$ cat src/pkg/pes_pkg.sv
/*
  Constants, field layouts and carrier types for the event selector and counter.
  Assumes a single core clock and event sources synchronous to it.
*/
package pes_pkg;
  // Register map, byte addresses
  localparam int ADDR_W = 8;
  localparam logic [7:0] OFS_CTRL = 8'h00;
  localparam logic [7:0] OFS_COUNT_LO = 8'h04;
  localparam logic [7:0] OFS_COUNT_HI = 8'h08;
  localparam logic [7:0] OFS_STATUS = 8'h0c;
  // Control word fields
  localparam int CTRL_CODE_LSB = 0;
  localparam int CTRL_UMASK_LSB = 8;
  localparam int CTRL_EDGE_BIT = 18;
  localparam int CTRL_EN_BIT = 22;
  localparam logic [31:0] CTRL_RESET = 32'h0000_0000;
  // Status word fields
  localparam int STAT_MATCH_BIT = 0;
  localparam int STAT_LEVEL_BIT = 1;
  localparam int STAT_WRAP_BIT = 2;
  // Event codes
  localparam logic [7:0] EVT_PAGE_WALK = 8'h0c;
  localparam logic [7:0] EVT_FP_COMP = 8'h10;
  localparam logic [7:0] EVT_FP_HELP = 8'h11;
  localparam logic [7:0] EVT_MUL = 8'h12;
  localparam logic [7:0] EVT_DIV = 8'h13;
  localparam logic [7:0] EVT_DIV_BUSY = 8'h14;
  localparam logic [7:0] EVT_L2_ADDR = 8'h21;
  localparam logic [7:0] EVT_L2_DBUS = 8'h22;
  localparam logic [7:0] EVT_L2_FILL = 8'h24;
  localparam logic [7:0] EVT_L2_WB_IN = 8'h25;
  localparam logic [7:0] EVT_L2_EVICT = 8'h26;
  localparam logic [7:0] EVT_L2_DEVICT = 8'h27;
  localparam logic [7:0] EVT_L2_INSTR = 8'h28;
  // Unit masks and unit-mask fields of the second-level cache events
  localparam logic [7:0] UMASK_WALK = 8'h03;
  localparam logic [7:0] UMASK_EXEC = 8'h01;
  localparam logic [7:0] UMASK_RETIRE = 8'h81;
  localparam int UM_STATE_LSB = 0;
  localparam int UM_DEMAND_BIT = 4;
  localparam int UM_PREFETCH_BIT = 5;
  localparam int UM_SCOPE_LSB = 6;
  localparam logic [1:0] SCOPE_SELF = 2'h1;
  localparam logic [1:0] SCOPE_BOTH = 2'h3;
  localparam logic [1:0] AMT_FULL_LINE = 2'h2;
  localparam int NUM_CORES = 2;

  typedef struct packed {
    logic enable;
    logic edge_trig;
    logic [7:0] umask;
    logic [7:0] code;
  } pes_ctrl_type;

  // Pipeline sources of the local core
  typedef struct packed {
    logic page_walk_active;
    logic fp_compute_uops_executed;
    logic fp_compute_uops_retired;
    logic fp_microcode_help_executed;
    logic fp_microcode_help_retired;
    logic multiply_executed;
    logic multiply_retired;
    logic divide_executed;
    logic divide_retired;
    logic divider_busy;
  } pes_core_src_type;

  // Second-level cache sources, one set per core sharing the cache
  typedef struct packed {
    logic second_level_addr_bus_cycles;
    logic second_level_data_bus_cycles;
    logic data_bus_full_line;
    logic fill_demand;
    logic fill_prefetch;
    logic second_level_dirty_writebacks_in;
    logic evict_demand;
    logic evict_prefetch;
    logic dirty_evict_demand;
    logic dirty_evict_prefetch;
    logic second_level_instr_requests;
    logic instr_uncacheable;
    logic instr_tlb_miss;
    logic [3:0] instr_line_state;
  } pes_l2_src_type;
endpackage

$ cat src/design/pes_top.sv
/*
  Performance event selector and counter: decodes event code and unit mask,
  picks a core or cache source, qualifies it by edge and adds it to a counter.
  Assumes all inputs synchronous to sys_clk and a strobed register port.
*/
// Overview of operation
// - Page walk code, mask 03, edge set: count one per walk started.
// - Page walk code, mask 03, edge clear: count each cycle a walk runs.
// - Code 10 mask 01: count executed x87 compute micro-ops, speculative too.
// - Code 10 mask 81: count x87 compute micro-ops at retirement only.
// - Code 11 mask 01 or 81: count floating-point operations needing microcode help.
// - Code 12: count multiplies; mask 01 executed, mask 81 retired.
// - Code 13: count divides and square roots; mask 01 executed, 81 retired.
// - Code 14 mask 01: count each cycle the divider is busy.
// - Code 21: count cycles the cache address bus carries an access.
// - Code 22: count data bus return cycles; full line adds two.
// - Code 24: count cache fills, demand and prefetch selectable.
// - Code 25: count dirty lines written back into the cache.
// - Code 26: count evicted lines, demand and prefetch selectable.
// - Code 27: count dirty evicted lines, demand and prefetch selectable.
// - Code 28: count cacheable instruction line requests, filtered by line state.
// - Cache events count for the local core or both sharing cores.
`timescale 1ns/100ps
module pes_top #(
  parameter int CNT_W = 40
) (
  input wire logic sys_clk,
  input wire logic resetn,
  input wire logic [pes_pkg::ADDR_W-1:0] addr,
  input wire logic [31:0] wr_data,
  input wire logic wr_strobe,
  input wire logic rd_strobe,
  output logic [31:0] rd_data,
  input wire pes_pkg::pes_core_src_type core_src,
  input wire pes_pkg::pes_l2_src_type [pes_pkg::NUM_CORES-1:0] l2_src
);

  ////////////////////////////////////////////////////////////////////////////////
  // Elaboration checks

  // High word holds bits above 31, so the counter needs 33 to 64 bits
  if (CNT_W < 33 || CNT_W > 64) begin : g_bad_width
    $error("pes_top: CNT_W must lie between 33 and 64");
  end

  // Cache sum is three bits: two per core, three cores at most
  if (pes_pkg::NUM_CORES < 1 || pes_pkg::NUM_CORES > 3) begin : g_bad_cores
    $error("pes_top: NUM_CORES must lie between 1 and 3");
  end

  ////////////////////////////////////////////////////////////////////////////////
  // Declarations

  pes_pkg::pes_ctrl_type ctrl_reg;
  logic [CNT_W-1:0] count_reg;
  logic [CNT_W-1:0] count_next;
  logic [CNT_W:0] count_sum;
  logic wrap_reg;
  logic match_reg;
  logic level_reg;
  logic [31:0] rd_data_reg;
  logic [31:0] rd_data_next;

  logic [1:0] core_amount;
  logic core_match;
  logic l2_code;
  logic [1:0] l2_amount [pes_pkg::NUM_CORES];
  logic [pes_pkg::NUM_CORES-1:0] l2_core_match;
  logic [pes_pkg::NUM_CORES-1:0] l2_core_used;
  logic [2:0] l2_total;
  logic [2:0] sel_amount;
  logic sel_match;
  logic sel_level;
  logic sel_rise;
  logic [2:0] inc_amount;
  logic scope_both;
  logic count_load;
  logic wrap_set;

  logic wr_ctrl;
  logic wr_count_lo;
  logic wr_count_hi;
  logic wr_status;

  ////////////////////////////////////////////////////////////////////////////////
  // Register write decode

  always_comb begin
    wr_ctrl = 1'b0;
    wr_count_lo = 1'b0;
    wr_count_hi = 1'b0;
    wr_status = 1'b0;
    if (wr_strobe) begin
      if (addr == pes_pkg::OFS_CTRL) begin
        wr_ctrl = 1'b1;
      end else if (addr == pes_pkg::OFS_COUNT_LO) begin
        wr_count_lo = 1'b1;
      end else if (addr == pes_pkg::OFS_COUNT_HI) begin
        wr_count_hi = 1'b1;
      end else if (addr == pes_pkg::OFS_STATUS) begin
        wr_status = 1'b1;
      end
    end
  end

  always_ff @(posedge sys_clk or negedge resetn) begin
    if (!resetn) begin
      ctrl_reg <= pes_pkg::pes_ctrl_type'(pes_pkg::CTRL_RESET[17:0]);
    end else if (wr_ctrl) begin
      ctrl_reg.code <= wr_data[pes_pkg::CTRL_CODE_LSB +: 8];
      ctrl_reg.umask <= wr_data[pes_pkg::CTRL_UMASK_LSB +: 8];
      ctrl_reg.edge_trig <= wr_data[pes_pkg::CTRL_EDGE_BIT];
      ctrl_reg.enable <= wr_data[pes_pkg::CTRL_EN_BIT];
    end
  end

  ////////////////////////////////////////////////////////////////////////////////
  // Core pipeline event decode

  // Masks other than the listed ones stay unmatched
  always_comb begin
    core_amount = 2'h0;
    core_match = 1'b0;
    case (ctrl_reg.code)
      pes_pkg::EVT_PAGE_WALK: begin
        // Level only; the edge qualifier turns it into walk starts
        if (ctrl_reg.umask == pes_pkg::UMASK_WALK) begin
          core_match = 1'b1;
          core_amount = {1'b0, core_src.page_walk_active};
        end
      end
      pes_pkg::EVT_FP_COMP: begin
        if (ctrl_reg.umask == pes_pkg::UMASK_EXEC) begin
          core_match = 1'b1;
          core_amount = {1'b0, core_src.fp_compute_uops_executed};
        end else if (ctrl_reg.umask == pes_pkg::UMASK_RETIRE) begin
          core_match = 1'b1;
          core_amount = {1'b0, core_src.fp_compute_uops_retired};
        end
      end
      pes_pkg::EVT_FP_HELP: begin
        if (ctrl_reg.umask == pes_pkg::UMASK_EXEC) begin
          core_match = 1'b1;
          core_amount = {1'b0, core_src.fp_microcode_help_executed};
        end else if (ctrl_reg.umask == pes_pkg::UMASK_RETIRE) begin
          core_match = 1'b1;
          core_amount = {1'b0, core_src.fp_microcode_help_retired};
        end
      end
      pes_pkg::EVT_MUL: begin
        if (ctrl_reg.umask == pes_pkg::UMASK_EXEC) begin
          core_match = 1'b1;
          core_amount = {1'b0, core_src.multiply_executed};
        end else if (ctrl_reg.umask == pes_pkg::UMASK_RETIRE) begin
          core_match = 1'b1;
          core_amount = {1'b0, core_src.multiply_retired};
        end
      end
      pes_pkg::EVT_DIV: begin
        if (ctrl_reg.umask == pes_pkg::UMASK_EXEC) begin
          core_match = 1'b1;
          core_amount = {1'b0, core_src.divide_executed};
        end else if (ctrl_reg.umask == pes_pkg::UMASK_RETIRE) begin
          core_match = 1'b1;
          core_amount = {1'b0, core_src.divide_retired};
        end
      end
      pes_pkg::EVT_DIV_BUSY: begin
        if (ctrl_reg.umask == pes_pkg::UMASK_EXEC) begin
          core_match = 1'b1;
          core_amount = {1'b0, core_src.divider_busy};
        end
      end
      default: begin
        core_match = 1'b0;
        core_amount = 2'h0;
      end
    endcase
  end

  ////////////////////////////////////////////////////////////////////////////////
  // Second-level cache events, one decoder per sharing core

  assign scope_both = ctrl_reg.umask[pes_pkg::UM_SCOPE_LSB +: 2] == pes_pkg::SCOPE_BOTH;

  for (genvar i = 0; i < pes_pkg::NUM_CORES; i++) begin : g_core
    pes_l2_amount u_l2_amount (
      .code(ctrl_reg.code),
      .umask(ctrl_reg.umask),
      .src(l2_src[i]),
      .amount(l2_amount[i]),
      .match(l2_core_match[i])
    );
    // Entry 0 is the local core; the rest join only in both-core scope
    assign l2_core_used[i] = (i == 0) || scope_both;
  end

  // Every core decodes the same code, so the local one speaks
  assign l2_code = l2_core_match[0];

  // Out-of-scope cores still decode; their amounts are dropped
  always_comb begin
    l2_total = 3'h0;
    for (int i = 0; i < pes_pkg::NUM_CORES; i++) begin
      if (l2_core_used[i]) begin
        l2_total = 3'(l2_total + {1'b0, l2_amount[i]});
      end
    end
  end

  ////////////////////////////////////////////////////////////////////////////////
  // Selection and edge qualifier

  always_comb begin
    if (core_match) begin
      sel_match = 1'b1;
      sel_amount = {1'b0, core_amount};
    end else if (l2_code) begin
      sel_match = 1'b1;
      sel_amount = l2_total;
    end else begin
      sel_match = 1'b0;
      sel_amount = 3'h0;
    end
  end

  assign sel_level = sel_amount != 3'h0;

  // Back-to-back walks with no idle cycle count as one start
  pes_rise_detect u_rise (
    .sys_clk(sys_clk),
    .resetn(resetn),
    .level(sel_level),
    .rise(sel_rise)
  );

  // Edge mode adds one per rise, whatever the amount
  always_comb begin
    if (!ctrl_reg.enable || !sel_match) begin
      inc_amount = 3'h0;
    end else if (ctrl_reg.edge_trig) begin
      inc_amount = {2'h0, sel_rise};
    end else begin
      inc_amount = sel_amount;
    end
  end

  ////////////////////////////////////////////////////////////////////////////////
  // Counter

  // Spare top bit keeps the carry out for the wrap flag
  assign count_sum = {1'b0, count_reg} + {{(CNT_W - 2){1'b0}}, inc_amount};

  assign count_load = wr_count_lo || wr_count_hi;

  always_comb begin
    count_next = count_sum[CNT_W-1:0];
    // Software load wins; an event in the same cycle is dropped
    if (wr_count_lo) begin
      count_next = {count_reg[CNT_W-1:32], wr_data};
    end else if (wr_count_hi) begin
      count_next = {wr_data[CNT_W-33:0], count_reg[31:0]};
    end
  end

  always_ff @(posedge sys_clk or negedge resetn) begin
    if (!resetn) begin
      count_reg <= '0;
    end else begin
      count_reg <= count_next;
    end
  end

  ////////////////////////////////////////////////////////////////////////////////
  // Status flags

  // A load is not an overflow, so no wrap on counter writes
  assign wrap_set = count_sum[CNT_W] && !count_load;

  // Wrap flag: hardware set wins over a software clear
  always_ff @(posedge sys_clk or negedge resetn) begin
    if (!resetn) begin
      wrap_reg <= 1'b0;
    end else if (wrap_set) begin
      wrap_reg <= 1'b1;
    end else if (wr_status && wr_data[pes_pkg::STAT_WRAP_BIT]) begin
      wrap_reg <= 1'b0;
    end
  end

  always_ff @(posedge sys_clk or negedge resetn) begin
    if (!resetn) begin
      match_reg <= 1'b0;
    end else begin
      match_reg <= sel_match;
    end
  end

  // Level before the edge qualifier, for software polling
  always_ff @(posedge sys_clk or negedge resetn) begin
    if (!resetn) begin
      level_reg <= 1'b0;
    end else begin
      level_reg <= sel_level;
    end
  end

  ////////////////////////////////////////////////////////////////////////////////
  // Register read

  // Count halves are read apart, so a read is not atomic
  always_comb begin
    rd_data_next = 32'h0000_0000;
    if (rd_strobe) begin
      if (addr == pes_pkg::OFS_CTRL) begin
        rd_data_next[pes_pkg::CTRL_CODE_LSB +: 8] = ctrl_reg.code;
        rd_data_next[pes_pkg::CTRL_UMASK_LSB +: 8] = ctrl_reg.umask;
        rd_data_next[pes_pkg::CTRL_EDGE_BIT] = ctrl_reg.edge_trig;
        rd_data_next[pes_pkg::CTRL_EN_BIT] = ctrl_reg.enable;
      end else if (addr == pes_pkg::OFS_COUNT_LO) begin
        rd_data_next = count_reg[31:0];
      end else if (addr == pes_pkg::OFS_COUNT_HI) begin
        rd_data_next[CNT_W-33:0] = count_reg[CNT_W-1:32];
      end else if (addr == pes_pkg::OFS_STATUS) begin
        rd_data_next[pes_pkg::STAT_MATCH_BIT] = match_reg;
        rd_data_next[pes_pkg::STAT_LEVEL_BIT] = level_reg;
        rd_data_next[pes_pkg::STAT_WRAP_BIT] = wrap_reg;
      end
    end
  end

  // Data stand for one cycle only, zero otherwise
  always_ff @(posedge sys_clk or negedge resetn) begin
    if (!resetn) begin
      rd_data_reg <= 32'h0000_0000;
    end else begin
      rd_data_reg <= rd_data_next;
    end
  end

  assign rd_data = rd_data_reg;
endmodule

$ cat src/design/pes_rise_detect.sv
/*
  Rising-edge qualifier: a one-cycle pulse when the level goes from low to high.
  Assumes the level is synchronous to sys_clk.
*/
`timescale 1ns/100ps
module pes_rise_detect (
  input wire logic sys_clk,
  input wire logic resetn,
  input wire logic level,
  output logic rise
);
  logic prev_reg;

  always_ff @(posedge sys_clk or negedge resetn) begin
    if (!resetn) begin
      prev_reg <= 1'b0;
    end else begin
      prev_reg <= level;
    end
  end

  assign rise = level & ~prev_reg;
endmodule

$ cat src/design/pes_l2_amount.sv
/*
  Per-core amount for the second-level cache events.
  Assumes one source set per core; the caller merges cores by scope.
*/
`timescale 1ns/100ps
module pes_l2_amount (
  input wire logic [7:0] code,
  input wire logic [7:0] umask,
  input wire pes_pkg::pes_l2_src_type src,
  output logic [1:0] amount,
  output logic match
);
  logic dem_sel;
  logic pf_sel;
  logic [1:0] scope;

  assign dem_sel = umask[pes_pkg::UM_DEMAND_BIT];
  assign pf_sel = umask[pes_pkg::UM_PREFETCH_BIT];
  assign scope = umask[pes_pkg::UM_SCOPE_LSB +: 2];

  always_comb begin
    amount = 2'h0;
    match = (scope == pes_pkg::SCOPE_SELF) || (scope == pes_pkg::SCOPE_BOTH);
    case (code)
      pes_pkg::EVT_L2_ADDR: amount = {1'b0, src.second_level_addr_bus_cycles};
      pes_pkg::EVT_L2_DBUS: begin
        // Full line moves two beats, so it counts two
        if (src.second_level_data_bus_cycles) begin
          amount = src.data_bus_full_line ? pes_pkg::AMT_FULL_LINE : 2'h1;
        end
      end
      pes_pkg::EVT_L2_FILL: begin
        amount = 2'({1'b0, src.fill_demand & dem_sel}
          + {1'b0, src.fill_prefetch & pf_sel});
      end
      pes_pkg::EVT_L2_WB_IN: amount = {1'b0, src.second_level_dirty_writebacks_in};
      pes_pkg::EVT_L2_EVICT: begin
        amount = 2'({1'b0, src.evict_demand & dem_sel}
          + {1'b0, src.evict_prefetch & pf_sel});
      end
      pes_pkg::EVT_L2_DEVICT: begin
        amount = 2'({1'b0, src.dirty_evict_demand & dem_sel}
          + {1'b0, src.dirty_evict_prefetch & pf_sel});
      end
      pes_pkg::EVT_L2_INSTR: begin
        amount = {1'b0, src.second_level_instr_requests & ~src.instr_uncacheable
          & ~src.instr_tlb_miss
          & (|(src.instr_line_state & umask[pes_pkg::UM_STATE_LSB +: 4]))};
      end
      default: match = 1'b0;
    endcase
  end
endmodule

$ cat config.mk
export PLATFORM = sky130hd
export DESIGN_NAME = pes_top
export DESIGN_NICKNAME = d
export VERILOG_FILES = /design/src/pkg/pes_pkg.sv /design/src/design/pes_top.sv /design/src/design/pes_rise_detect.sv /design/src/design/pes_l2_amount.sv
export SDC_FILE = /design/constraint.sdc
export NUM_CORES = 1
export LEC_CHECK = 0
export BUFFER_PORTS_ARGS = -buffer_cell sky130_fd_sc_hd__buf_4
export CAP_MARGIN = 20
export CORE_MARGIN = 4
export CORE_UTILIZATION = 35
export CTS_BUF_LIST = sky130_fd_sc_hd__clkbuf_4
export DETAILED_ROUTE_END_ITERATION = 12
export GPL_TIMING_DRIVEN = 0
export SLEW_MARGIN = 0
export SYNTH_ARGS = -nofsm -noshare
export SYNTH_HDL_FRONTEND = slang
export SYNTH_SLANG_ARGS = --single-unit
$ cat constraint.sdc
create_clock -name sys_clk -period 15.2 [get_ports sys_clk]
set_input_delay 1.52 -clock sys_clk [delete_from_list [all_inputs] [get_ports sys_clk]]
set_output_delay 1.52 -clock sys_clk [all_outputs]
set_load 0.005 [all_outputs]
* Yosys cells after proc, flatten, opt, wreduce, memory -nomap -nowiden
Index checks and enable logic that the tools add are counted.
Cells by class: add/sub/neg operators 8, eq/ne operators 22, multiplexer cells 60, bitwise operators 26, reduce and logical (&&, ||, !) cells 15
Operator list (count):
- 32-bit two-way mux | 2
- 8-bit by 6-bit == test with 1-bit output (second input constant) | 7
- 40-bit by 3-bit adder with 41-bit output | 1
- 8-bit by 5-bit == test with 1-bit output (second input constant) | 5
- 40-bit two-way mux | 1
- 1-bit two-way mux | 35
- 2-bit one-hot mux with 7 select lines | 2
- 8-bit by 4-bit == test with 1-bit output (second input constant) | 3
- 24-bit two-way mux | 1
- 3-bit two-way mux | 8
- 1-bit AND | 19
- 16-bit two-way mux | 1
- 1-bit by 1-bit adder with 2-bit output | 6
- 2-bit one-hot mux with 6 select lines | 1
- 4-bit OR reduction | 3
- 2-bit two-way mux | 5
- 9-bit two-way mux | 1
- 4-bit AND | 2
- 8-bit by 1-bit == test with 1-bit output (second input constant) | 1
- 8-bit by 2-bit == test with 1-bit output (second input constant) | 1
- 8-bit by 3-bit == test with 1-bit output (second input constant) | 1
- 8-bit == test (second input constant) | 1
- 8-bit zero test | 1
- 8-bit two-way mux | 1
- 13 further kinds | 22
Word-level totals: register bits 93, input port bits 88, output and inout port bits 32, logic and storage cells 141

* Depth between registers and ports, before layout
Gate-level depths: netlist of the first run.
depth in word-level cells 16, depth in mapped cells 22, depth with buffers taken out 22

* By module
Synthesis of the first run repeated with hierarchy kept, for this count alone.
Unflattened totals: cells, all modules 582, area total of the unflattened synthesis 5685.5 um^2
By module, submodules not included:
- pes_top | times used 1, cells an instance 506, area each 5066.1 um^2, seq. area each 2327.2 um^2
- pes_l2_amount | times used 2, cells an instance 37, area each 290.3 um^2, seq. area each 0.0 um^2
- pes_rise_detect | times used 1, cells an instance 2, area each 38.8 um^2, seq. area each 25.0 um^2

* Worst setup path before layout of the first run
OpenSTA, ideal clock, no wires.
path kind input to register, from in l2_src[12] (netlist name), to reg count_reg[32], setup time 0.116 ns, arrival time 5.726 ns, required time 15.084 ns, slack 9.359 ns, cell stages on the path 21, path buffers 0, cells stage by stage and2_1 ha_1 mux4_2 nand2b_1 a31o_2 ha_1 fa_1 nor2_1 nand2_1 o21a_1 and3_1 o311a_1 ha_1 inv_1 fa_1 nor2b_1 o211ai_1 nor3_2 and2_1 nand2_1 o311ai_0
Between the ends: longest elaborated chain between the ends 13
RTL lines:
- from (decl) | line pes_top.sv:35 | input wire pes_pkg::pes_l2_src_type [pes_pkg::NUM_CORES-1:0] l2_src
- 1-bit AND (*) | line pes_l2_amount.sv:34 | + {1'b0, src.fill_prefetch & pf_sel});
- 1-bit by 1-bit adder with 2-bit output (*) | line pes_l2_amount.sv:34
- 2-bit one-hot mux with 7 select lines (*) | line pes_l2_amount.sv:24 | case (code)
- 2-bit by 2-bit adder with 3-bit output | line pes_top.sv:206 | l2_total = 3'(l2_total + {1'b0, l2_amount[i]});
- 3-bit two-way mux (*) | line pes_top.sv:205 | if (l2_core_used[i]) begin
- 3-bit two-way mux (*) | line pes_top.sv:218 | end else if (l2_code) begin
- 3-bit two-way mux (*) | line pes_top.sv:215 | if (core_match) begin
- 3-bit nonzero test | line pes_top.sv:227 | assign sel_level = sel_amount != 3'h0;
- 1-bit AND | line pes_rise_detect.sv:22 | assign rise = level & ~prev_reg;
- 3-bit two-way mux (*) | line pes_top.sv:241 | end else if (ctrl_reg.edge_trig) begin
- 3-bit two-way mux (*) | line pes_top.sv:239 | if (!ctrl_reg.enable || !sel_match) begin
- 40-bit by 3-bit adder with 41-bit output (*) | line pes_top.sv:252 | assign count_sum = {1'b0, count_reg} + {{(CNT_W - 2){1'b0}}, inc_amount};
- 40-bit two-way mux (*) | line pes_top.sv:261 | end else if (wr_count_hi) begin
- to (signal assigned) | line pes_top.sv:270 | count_reg <= count_next;
- to (decl) | line pes_top.sv:55 | logic [CNT_W-1:0] count_reg;
Mark *: on every way between the ends. The rest lies on a longest branch, timed or not. The select of a mux whose other input is x is not followed. A chain may end at the register's enable or synchronous reset.

* Final worst setup path of the first run
from in l2_src[24] (netlist name), to reg count_reg[38]
Between the ends: longest elaborated chain between the ends 13
RTL lines:
- 1-bit AND (*) | line pes_l2_amount.sv:43 | + {1'b0, src.dirty_evict_prefetch & pf_sel});
- 1-bit by 1-bit adder with 2-bit output (*) | line pes_l2_amount.sv:43
- 2-bit one-hot mux with 7 select lines (*) | line pes_l2_amount.sv:24
- 2-bit by 2-bit adder with 3-bit output (*) | line pes_top.sv:206
- 3-bit two-way mux (*) | line pes_top.sv:205
- 3-bit two-way mux (*) | line pes_top.sv:218
- 3-bit two-way mux (*) | line pes_top.sv:215
- 3-bit nonzero test | line pes_top.sv:227
- 1-bit AND | line pes_rise_detect.sv:22
- 3-bit two-way mux (*) | line pes_top.sv:241
- 3-bit two-way mux (*) | line pes_top.sv:239
- 40-bit by 3-bit adder with 41-bit output (*) | line pes_top.sv:252
- 40-bit two-way mux (*) | line pes_top.sv:261
Marked as above.

==> results of run 1 <==
==> synth_stat cells (all sizes together) (8+ instances only) <==
cell	number	area, um^2
dfrtp	93	2330
a22oi	16	120
nor2	33	124
nor2b	19	119
inv	10	37.5
a31oi	17	106
mux2	18	203
nand2	58	220
nand4	9	56.3
nor3	8	45.0
and3	24	150
and2	15	93.8
clkbuf	14	52.6
o21ai	37	185
nor4	9	92.6
ha	10	125
o311ai	11	96.3
buf	19	114
nand2b	8	50.1
nand3	27	135
a21oi	17	85.1
==> per-stage QoR <==
| stage | std cells | total power (uW) | setup slack [ps] |
|---|---|---|---|
| floorplan | 564 | 291 | 9360 |
| global placement | 894 | 325 | 8340 |
| detailed placement | 895 | 327 | 8330 |
| CTS | 910 | 468 | 8770 |
| global route | 911 | 485 | 8550 |
| finish | 911 | 464 | 8790 |
==> worst max-delay path, cell delays in order <==
cell and delay [ps]:
buf_4 100, and2_1 150, ha_1 280, mux4_2 460
nand2_1 80, o21ai_0 90, a22o_1 270, ha_1 200
fa_1 510, nor2_1 40, nand2_1 60, o21a_1 140
and3_1 170, o311a_1 160, ha_1 170, inv_1 50
fa_1 390, nor2b_1 270, o211ai_1 240, nor3_2 610
and2_1 310, nand2_1 160, o311ai_0 340
==> cell families after synthesis <==
kind of cell | Yosys count
XOR/XNOR | 1
adder cells (fa/ha/maj) | 12
AO/OA/AOI/OAI | 145
multiplexers | 32
buffers and inverters | 43
flip-flops | 93
AND/OR/NAND/NOR | 238
==> area by class of cell <==
class	count	area (um^2)	area share, %
multi-input combinational	428	2920	43.1
sequential	93	2330	34.3
timing repair buffer	120	921	13.6
tap	211	264	3.89
buffer	33	166	2.45
clock inverter	6	72.6	1.07
clock buffer	9	67.6	0.997
inverter	10	37.5	0.554
antenna	1	2.50	0.0369
==> metal layers <==
layer / GRT usage (%) / vias up / wire, um
met5: 0 / - / 0
li1: - / 2387 / -
met2: 31.0 / 212 / 8220
met3: 3.46 / 27 / 1230
met1: 28.1 / 2506 / 7960
met4: 6.93 / 0 / 386
==> path summary, 6_finish.rpt <==
| path | startpoint | endpoint |
|---|---|---|
| min in group asynchronous | resetn | rd_data[31] |
| worst min-delay path | wrap_reg | wrap_reg |
| worst min register to register | wrap_reg | wrap_reg |
| max in group asynchronous | resetn | ctrl_reg[1] |
| worst max-delay path | l2_src[24] | count_reg[38] |
| worst max register to register | ctrl_reg[13] | count_reg[38] |
==> power groups by stage <==
stage / registers [uW] / clock network [uW] / logic (uW)
CTS: 266 / 145 / 56.7
finish: 267 / 141 / 55.9
global placement: 271 / 0 / 54.3
floorplan: 267 / 0 / 24.6
global route: 268 / 154 / 62.5
detailed placement: 271 / 0 / 56.4
==> flow_summary_export.csv, run 1 <==
group,metric,value,unit
logic_synthesis,synth_area,0.00545,mm^2
routing,via_per_inst,5.63,
power_and_ir_drop,p_clk_share,30.5,%
sta,hold_slack,533,ps
clocking,ctsResizeCount,0,
place,gp_congestion,0.865,
routing,wl,17800,um
place,place_area,0.00664,mm^2
critical_path,cp-start-kind,"input pin",
logic_synthesis,synth-compound-area-share,18.3,%
run_status,status,"finished, final reports clean",
routing,routedWlPerCell,19.5,um
floorplanning,fp.dieArea,0.0176,mm^2
routing,drt-initial-drc-count,400,
final_layout,nNetsFinal,795,
final_layout,syn_to_final_growth,24.4,%
sta,relSlewSlack,20.4,%
floorplanning,die_y,133,um
run,cap_violations,0,
logic_synthesis,syn_avg_cell_area,9.67,um^2
clocking,clkSinkCount,93,
final_layout,post-route-util,44.4,%
logic_synthesis,yosysSeqAreaShare,42.7,%
clocking,cts_buffers,9,
global_routing,grt-ovfl-total,0,
logic_synthesis,synth_flop_cell,"dfrtp_1",
power_and_ir_drop,internal_power,336,uW
sta,fmax,156,MHz
clocking,insertion_delay,480,ps
critical_path,crit_fanout,8,
critical_path,crit_required,15560,ps
sta,fin_crit,6410,ps
floorplanning,fp-row-count,45,
clocking,cts_tree,"built",
sta,worstMarginPinSlew,1180,ps
logic_synthesis,yosysWarningCount,0,
global_routing,antenna_found_initial,1,
logic_synthesis,synthArstFlopShare,100,%
final_layout,most-common-layout-cells,"122 x buf_4, 93 x dfrtp_1, 57 x nand2_1",
final_layout,largest_reg_flops,40,
logic_synthesis,synth-xor-area-share,0.161,%
routing,remaining_drc_errors,0,
sta,fin_crit_sh,42.2,%
logic_synthesis,synth-adder-area-share,3.03,%
critical_path,rr_worst_depth,21,
sta,finalHoldViolCount,0,
sta,drv_slew,0,
place,dp_hpwl,13400,um
power_and_ir_drop,pwr-share-seq,57.5,%
power_and_ir_drop,irDropWorstVdd,0.0304,mV
sta,setup-tns-final,0,ps
sta,setup_viol,0,
critical_path,reg2reg_slack,9350,ps
logic_synthesis,syn_inst,564,
critical_path,timing_worst_setup_path_type,"input pin to register",
sta,finalClockSkew,17.6,ps
clocking,post_cts_buffers,0,
final_layout,fin_area,0.00678,mm^2
critical_path,critPathArrivalTime,6770,ps
clocking,cts_hold_buf,0,
hold_path,hold_class,"register to register",
clocking,cts-htree-levels,3,
power_and_ir_drop,switching_share,27.6,%
global_routing,grt_max_degree,49,
logic_synthesis,synth_nets,664,
global_routing,grt_pass1_wl,27500,um
logic_synthesis,ys_types,69,
power_and_ir_drop,p_sw,128,uW
final_layout,nFillCells,1522,
floorplanning,io_pins,120,
critical_path,end_kind,"register",
sta,rsz0062_at_grt,"false",
floorplanning,initial_core_util,35.7,%
logic_synthesis,synth.ff_latch_count,93,
logic_synthesis,synth.area.mux_share,7.90,%
power_and_ir_drop,power_density,68.4,mW/mm^2
hold_path,holdPathStages,2,
floorplanning,coreArea,0.0153,mm^2
clocking,path_clk_slew,150,ps
floorplanning,die_w,133,um
global_routing,grt_pass1_vias,4985,
final_layout,layout_commonest_cell,"buf_4",
logic_synthesis,synth_top_family_by_area,"simple AND/OR/NAND/NOR gates",
global_routing,grtUsageTotal,19.9,%
place,placement.io_buffers,119,
logic_synthesis,synth_edf_count,0,
power_and_ir_drop,leakagePower,0.00313,uW
final_layout,drive_gt1_share,27.5,%
routing,vias,5132,
power_and_ir_drop,combPwrFrac,12.1,%
routing,final_antenna_net_count,0,
logic_synthesis,synth-simple-area-share,24.2,%
clocking,clockBufferDepth,2,
routing,first_pass_iters,5,
clocking,clock-root-buffer,"clkbuf_4",
Power figures use the tool's default switching activity.
==> run 2: changes to the inputs <==
==> constraint.sdc (replaced) <==
create_clock -name sys_clk -period 6.1 [get_ports sys_clk]
set_input_delay 0.61 -clock sys_clk [delete_from_list [all_inputs] [get_ports sys_clk]]
set_output_delay 0.61 -clock sys_clk [all_outputs]
set_load 0.005 [all_outputs]
==> flow_summary_export.csv, run 2 (synthesized netlist as in run 1, its figures left out) <==
group,metric,value,unit
run_status,status,"finished, final reports clean",
power_and_ir_drop,combPwrFrac,12.1,%
sta,worstMarginPinSlew,1170,ps
global_routing,grt_pass1_wl,27500,um
routing,final_antenna_net_count,0,
floorplanning,fp-row-count,45,
global_routing,grt_pass1_vias,4985,
floorplanning,die_y,133,um
power_and_ir_drop,pwr-share-seq,57.5,%
critical_path,cp-start-kind,"register",
floorplanning,io_pins,120,
clocking,cts_buffers,9,
clocking,clock-root-buffer,"clkbuf_4",
sta,relSlewSlack,21.3,%
routing,remaining_drc_errors,0,
clocking,clockBufferDepth,2,
hold_path,hold_class,"input pin to async pin",
clocking,cts_tree,"built",
final_layout,syn_to_final_growth,24.5,%
place,gp_congestion,0.865,
final_layout,layout_commonest_cell,"buf_4",
sta,rsz0062_at_grt,"false",
place,placement.io_buffers,119,
clocking,cts-htree-levels,3,
run,cap_violations,0,
power_and_ir_drop,power_density,170,mW/mm^2
sta,finalHoldViolCount,0,
power_and_ir_drop,switching_share,27.5,%
power_and_ir_drop,p_clk_share,30.4,%
final_layout,largest_reg_flops,40,
global_routing,antenna_found_initial,1,
sta,fin_crit,5700,ps
floorplanning,coreArea,0.0153,mm^2
power_and_ir_drop,p_sw,318,uW
global_routing,grt-ovfl-total,0,
place,dp.cells,895,
clocking,insertion_delay,470,ps
place,dp_hpwl,13400,um
critical_path,timing_worst_setup_path_type,"register to register",
routing,routedWlPerCell,19.5,um
critical_path,crit_required,6460,ps
floorplanning,die_w,133,um
global_routing,grt_max_degree,49,
clocking,path_clk_slew,160,ps
clocking,post_cts_buffers,0,
sta,hold_slack,140,ps
routing,first_pass_iters,5,
clocking,clkSinkCount,93,
final_layout,instances_no_fill,911,
sta,fmax,175,MHz
sta,setup_viol,0,
routing,vias,5141,
power_and_ir_drop,irDropWorstVdd,0.0757,mV
critical_path,end_kind,"register",
power_and_ir_drop,leakagePower,0.00315,uW
routing,via_per_inst,5.64,
power_and_ir_drop,p_total,1160,uW
final_layout,nNetsFinal,795,
sta,drv_slew,0,
routing,drt-initial-drc-count,389,
routing,wl,17800,um
critical_path,critPathArrivalTime,6060,ps
final_layout,drive_gt1_share,27.5,%
final_layout,most-common-layout-cells,"122 x buf_4, 93 x dfrtp_1, 57 x nand2_1",
sta,finalClockSkew,17.5,ps
critical_path,crit_fanout,9,
power_and_ir_drop,internal_power,837,uW
floorplanning,fp.dieArea,0.0176,mm^2
global_routing,grtUsageTotal,19.9,%
floorplanning,initial_core_util,35.7,%
sta,setup-tns-final,0,ps
sta,fin_crit_sh,93.5,%
[run 2: cell counts in the layout (fill, tap and decap cells not counted)]
No cell type changed its count.
[run 2: stage by stage]
stage          setup WS (ps)  instance area, um^2  util, %
2_1_floorplan           1170                 5450        -
3_3_place_gp             146                 6610     43.3
3_5_place_dp             141                 6640     43.5
4_1_cts                  206                 6780     44.4
5_1_grt                  104                 6790     44.5
6_report                 398                 6790     44.5
[run 2: worst paths after layout]
| path | slack (ps) | cells after the start | from | to |
|---|---|---|---|---|
| worst max-delay path | 400 | 21 | ctrl_reg[13] | count_reg[38] |
| worst min-delay path | 140 | 1 | resetn | rd_data[31] |
| worst max register to register | 400 | 21 | ctrl_reg[13] | count_reg[38] |
| worst min register to register | 530 | 2 | wrap_reg | wrap_reg |
| max in group asynchronous | 5300 | 2 | resetn | ctrl_reg[1] |
| min in group sys_clk | 320 | 3 | wr_data[28] | count_reg[28] |
[run 2: cell type report]
type / count / area [um^2]
fillers: 1522 / 8470
multi-input cells: 428 / 2930
flip-flops and latches: 93 / 2330
repair buffers: 120 / 921
well taps: 211 / 264
plain buffers: 33 / 166
clock inverters: 6 / 72.6
clock buffers: 9 / 67.6
inverters: 10 / 37.5
diodes: 1 / 2.50
[run 2: power by group through the flow]
stage / Sequential (uW) / Clock (uW) / Combinational [uW]
CTS: 663 / 362 / 141
global placement: 674 / 0 / 135
global route: 668 / 384 / 156
finish: 664 / 352 / 139
floorplan: 664 / 0 / 61.2
detailed placement: 675 / 0 / 141
[run 2: layer usage]
metal  GRT usage (%)  vias up  share of wire (%)
met3            3.46       33                7.0
met2            31.0      211                 46
met5               0        -                  0
met4            6.93        0                2.3
met1            28.1     2508                 45
li1                -     2389                  -
[run 2: worst max-delay path, cell delays in order (launching register included)]
cell and delay (ps):
dfrtp_1 520, and2_1 220, ha_1 270, mux4_2 470, nand2b_1 160, a31o_2 250
ha_1 210, fa_1 510, nor2_1 40, nand2_1 60, o21a_1 140, and3_1 170
o311a_1 160, ha_1 170, inv_1 50, fa_1 390, nor2b_1 270, o211ai_1 270
nor3_4 460, and2_1 280, nand2_1 160, o311ai_0 340
[run 2: what timing repair did]
| item | 4_1_cts | 5_1_grt |
|---|---|---|
| endpoints found under the setup margin | 0 | 2 |
| hold buffers | 0 | 0 |
| resized for setup | 0 | 1 |
==> run 3: changes to the inputs <==
==> constraint.sdc (replaced) <==
create_clock -name sys_clk -period 4.75 [get_ports sys_clk]
set_input_delay 0.475 -clock sys_clk [delete_from_list [all_inputs] [get_ports sys_clk]]
set_output_delay 0.475 -clock sys_clk [all_outputs]
set_load 0.005 [all_outputs]
==> flow_summary_export.csv, run 3 (synthesized netlist as in run 1, its figures left out) <==
group,metric,value,unit
sta,fin_crit,5050,ps
clocking,cts-htree-levels,3,
run_status,violations,"negative setup slack",
final_layout,syn_to_final_growth,34.0,%
sta,finalHoldViolCount,0,
routing,first_pass_iters,5,
power_and_ir_drop,leakagePower,0.00336,uW
final_layout,multi_input_area,0.00323,mm^2
sta,drv_slew,0,
sta,hold_slack,172,ps
critical_path,rr_worst_depth,22,
global_routing,grt_pass1_vias,5232,
clocking,cts_buffers,9,
clocking,clock-root-buffer,"clkbuf_4",
routing,vias,5303,
critical_path,cp-startpoint,"ctrl_reg[13]",
final_layout,nNetsFinal,817,
place,dp_hpwl,13600,um
routing,remaining_drc_errors,0,
final_layout,nFillCells,1475,
final_layout,most-common-layout-cells,"138 x buf_4, 91 x dfrtp_1, 55 x nand2_1",
sta,fin_crit_sh,106,%
sta,fmax,198,MHz
routing,routedWlPerCell,20.0,um
critical_path,critPathArrivalTime,5420,ps
floorplanning,die_y,133,um
critical_path,timing_worst_setup_path_type,"register to register",
clocking,insertion_delay,490,ps
final_layout,post-route-util,47.9,%
floorplanning,fp-row-count,45,
floorplanning,fp.dieArea,0.0176,mm^2
final_layout,layout_commonest_cell,"buf_4",
place,gp_congestion,0.873,
clocking,cts_tree,"built",
final_layout,seq_area,0.00233,mm^2
power_and_ir_drop,irDropWorstVdd,0.103,mV
run,cap_violations,0,
routing,final_antenna_net_count,0,
critical_path,critPathCapture,"count_reg[26]",
critical_path,end_kind,"register",
routing,wl,18600,um
critical_path,r2r_end,"count_reg[26]",
critical_path,regToRegStartpoint,"ctrl_reg[13]",
power_and_ir_drop,power_density,215,mW/mm^2
global_routing,grt_pass1_wl,29000,um
hold_path,hold_class,"input pin to register",
sta,finalClockSkew,31.1,ps
critical_path,reg2reg_slack,-300,ps
sta,layout_setup_ws,-295,ps
routing,via_per_inst,5.68,
floorplanning,die_w,133,um
global_routing,grt-ovfl-total,0,
floorplanning,initial_core_util,35.7,%
global_routing,grt_max_degree,51,
global_routing,antenna_found_initial,0,
sta,rsz0062_at_grt,"true",
final_layout,diodes,0,
place,placement.io_buffers,119,
floorplanning,coreArea,0.0153,mm^2
critical_path,cp-start-kind,"register",
sta,worstMarginPinSlew,731,ps
final_layout,largest_reg_flops,40,
run_status,status,"finished with violations",
final_layout,drive_gt1_share,35.9,%
routing,drt-initial-drc-count,526,
clocking,path_clk_slew,170,ps
clocking,clkSinkCount,93,
sta,setup-tns-final,-3850,ps
sta,setup_viol,31,
power_and_ir_drop,p_total,1570,uW
clocking,clockBufferDepth,2,
global_routing,grtUsageTotal,20.8,%
floorplanning,io_pins,120,
critical_path,crit_required,5120,ps
critical_path,crit_fanout,7,
sta,relSlewSlack,50.9,%
-- run 3: cell count changes in the layout (fill, tap and decap cells not counted), sizes merged --
| cell | change |
|---|---|
| bufinv | +1 |
| buf | +21 |
| dlygate4sd3 | +1 |
| diode | -1 |
-- run 3: metal layers --
| metal | track usage, % | vias up | share of wire, % |
|---|---|---|---|
| li1 | - | 2433 | - |
| met1 | 28.4 | 2621 | 44 |
| met2 | 34.0 | 216 | 48 |
| met3 | 3.42 | 33 | 5.9 |
| met4 | 6.47 | 0 | 2.1 |
| met5 | 0 | - | 0 |
-- run 3: cell type report --
| cell class | count | area share [%] |
|---|---|---|
| buffer | 33 | 2.28 |
| clock buffer | 9 | 0.925 |
| clock inverter | 7 | 1.47 |
| inverter | 10 | 0.514 |
| multi-input combinational | 428 | 44.2 |
| sequential | 93 | 31.9 |
| tap | 211 | 3.61 |
| timing repair buffer | 142 | 15.2 |
-- run 3: timing repair --
action | in CTS | in global routing
pin swaps | 31 | 26
hold buffers | 1 | 0
setup buffers | 16 | 7
setup endpoints to repair | 38 | 38
endpoints found under the hold margin | 43 | 0
resized for setup | 61 | 22
-- run 3: how the worst min path moves through the flow --
stage	from	end	slack (ps)	depth (start not counted)
after floorplan	resetn	count_reg[0]	180	0
after detailed placement	resetn	rd_data[18]	530	1
after global routing	wr_data[23]	count_reg[23]	160	2
after CTS	wr_data[31]	count_reg[31]	140	3
after global placement	wrap_reg	wrap_reg	510	2
final	wr_data[31]	count_reg[31]	170	3
-- run 3: power by group --
part / internal (uW) / total [uW] / switching, uW
Clock: 222 / 526 / 303
Combinational: 102 / 193 / 90.6
Sequential: 817 / 855 / 38.1
-- run 3: through the flow --
step           cell area (um^2)  setup slack, ps  cells
2_1_floorplan              5450             2.65    564
3_3_place_gp               6610            -1000    894
3_5_place_dp               6640             -970    895
4_1_cts                    7160             -319    928
5_1_grt                    7310             -371    933
6_report                   7310             -295    933
-- run 3: worst max-delay path, cell delays in order, from the launching register on --
cell	delay (ps)
dfrtp_2	500
and2_4	190
ha_4	220
mux4_2	450
nand2b_4	160
a31o_4	240
ha_4	160
fa_1	510
nor2_1	50
nand2_1	60
o21a_1	160
and3_4	180
o311a_1	150
ha_2	190
inv_2	40
fa_2	360
nor2b_4	160
o211ai_1	210
buf_4	230
nor4_4	330
a31oi_1	130
o21ai_1	140
o311ai_1	120
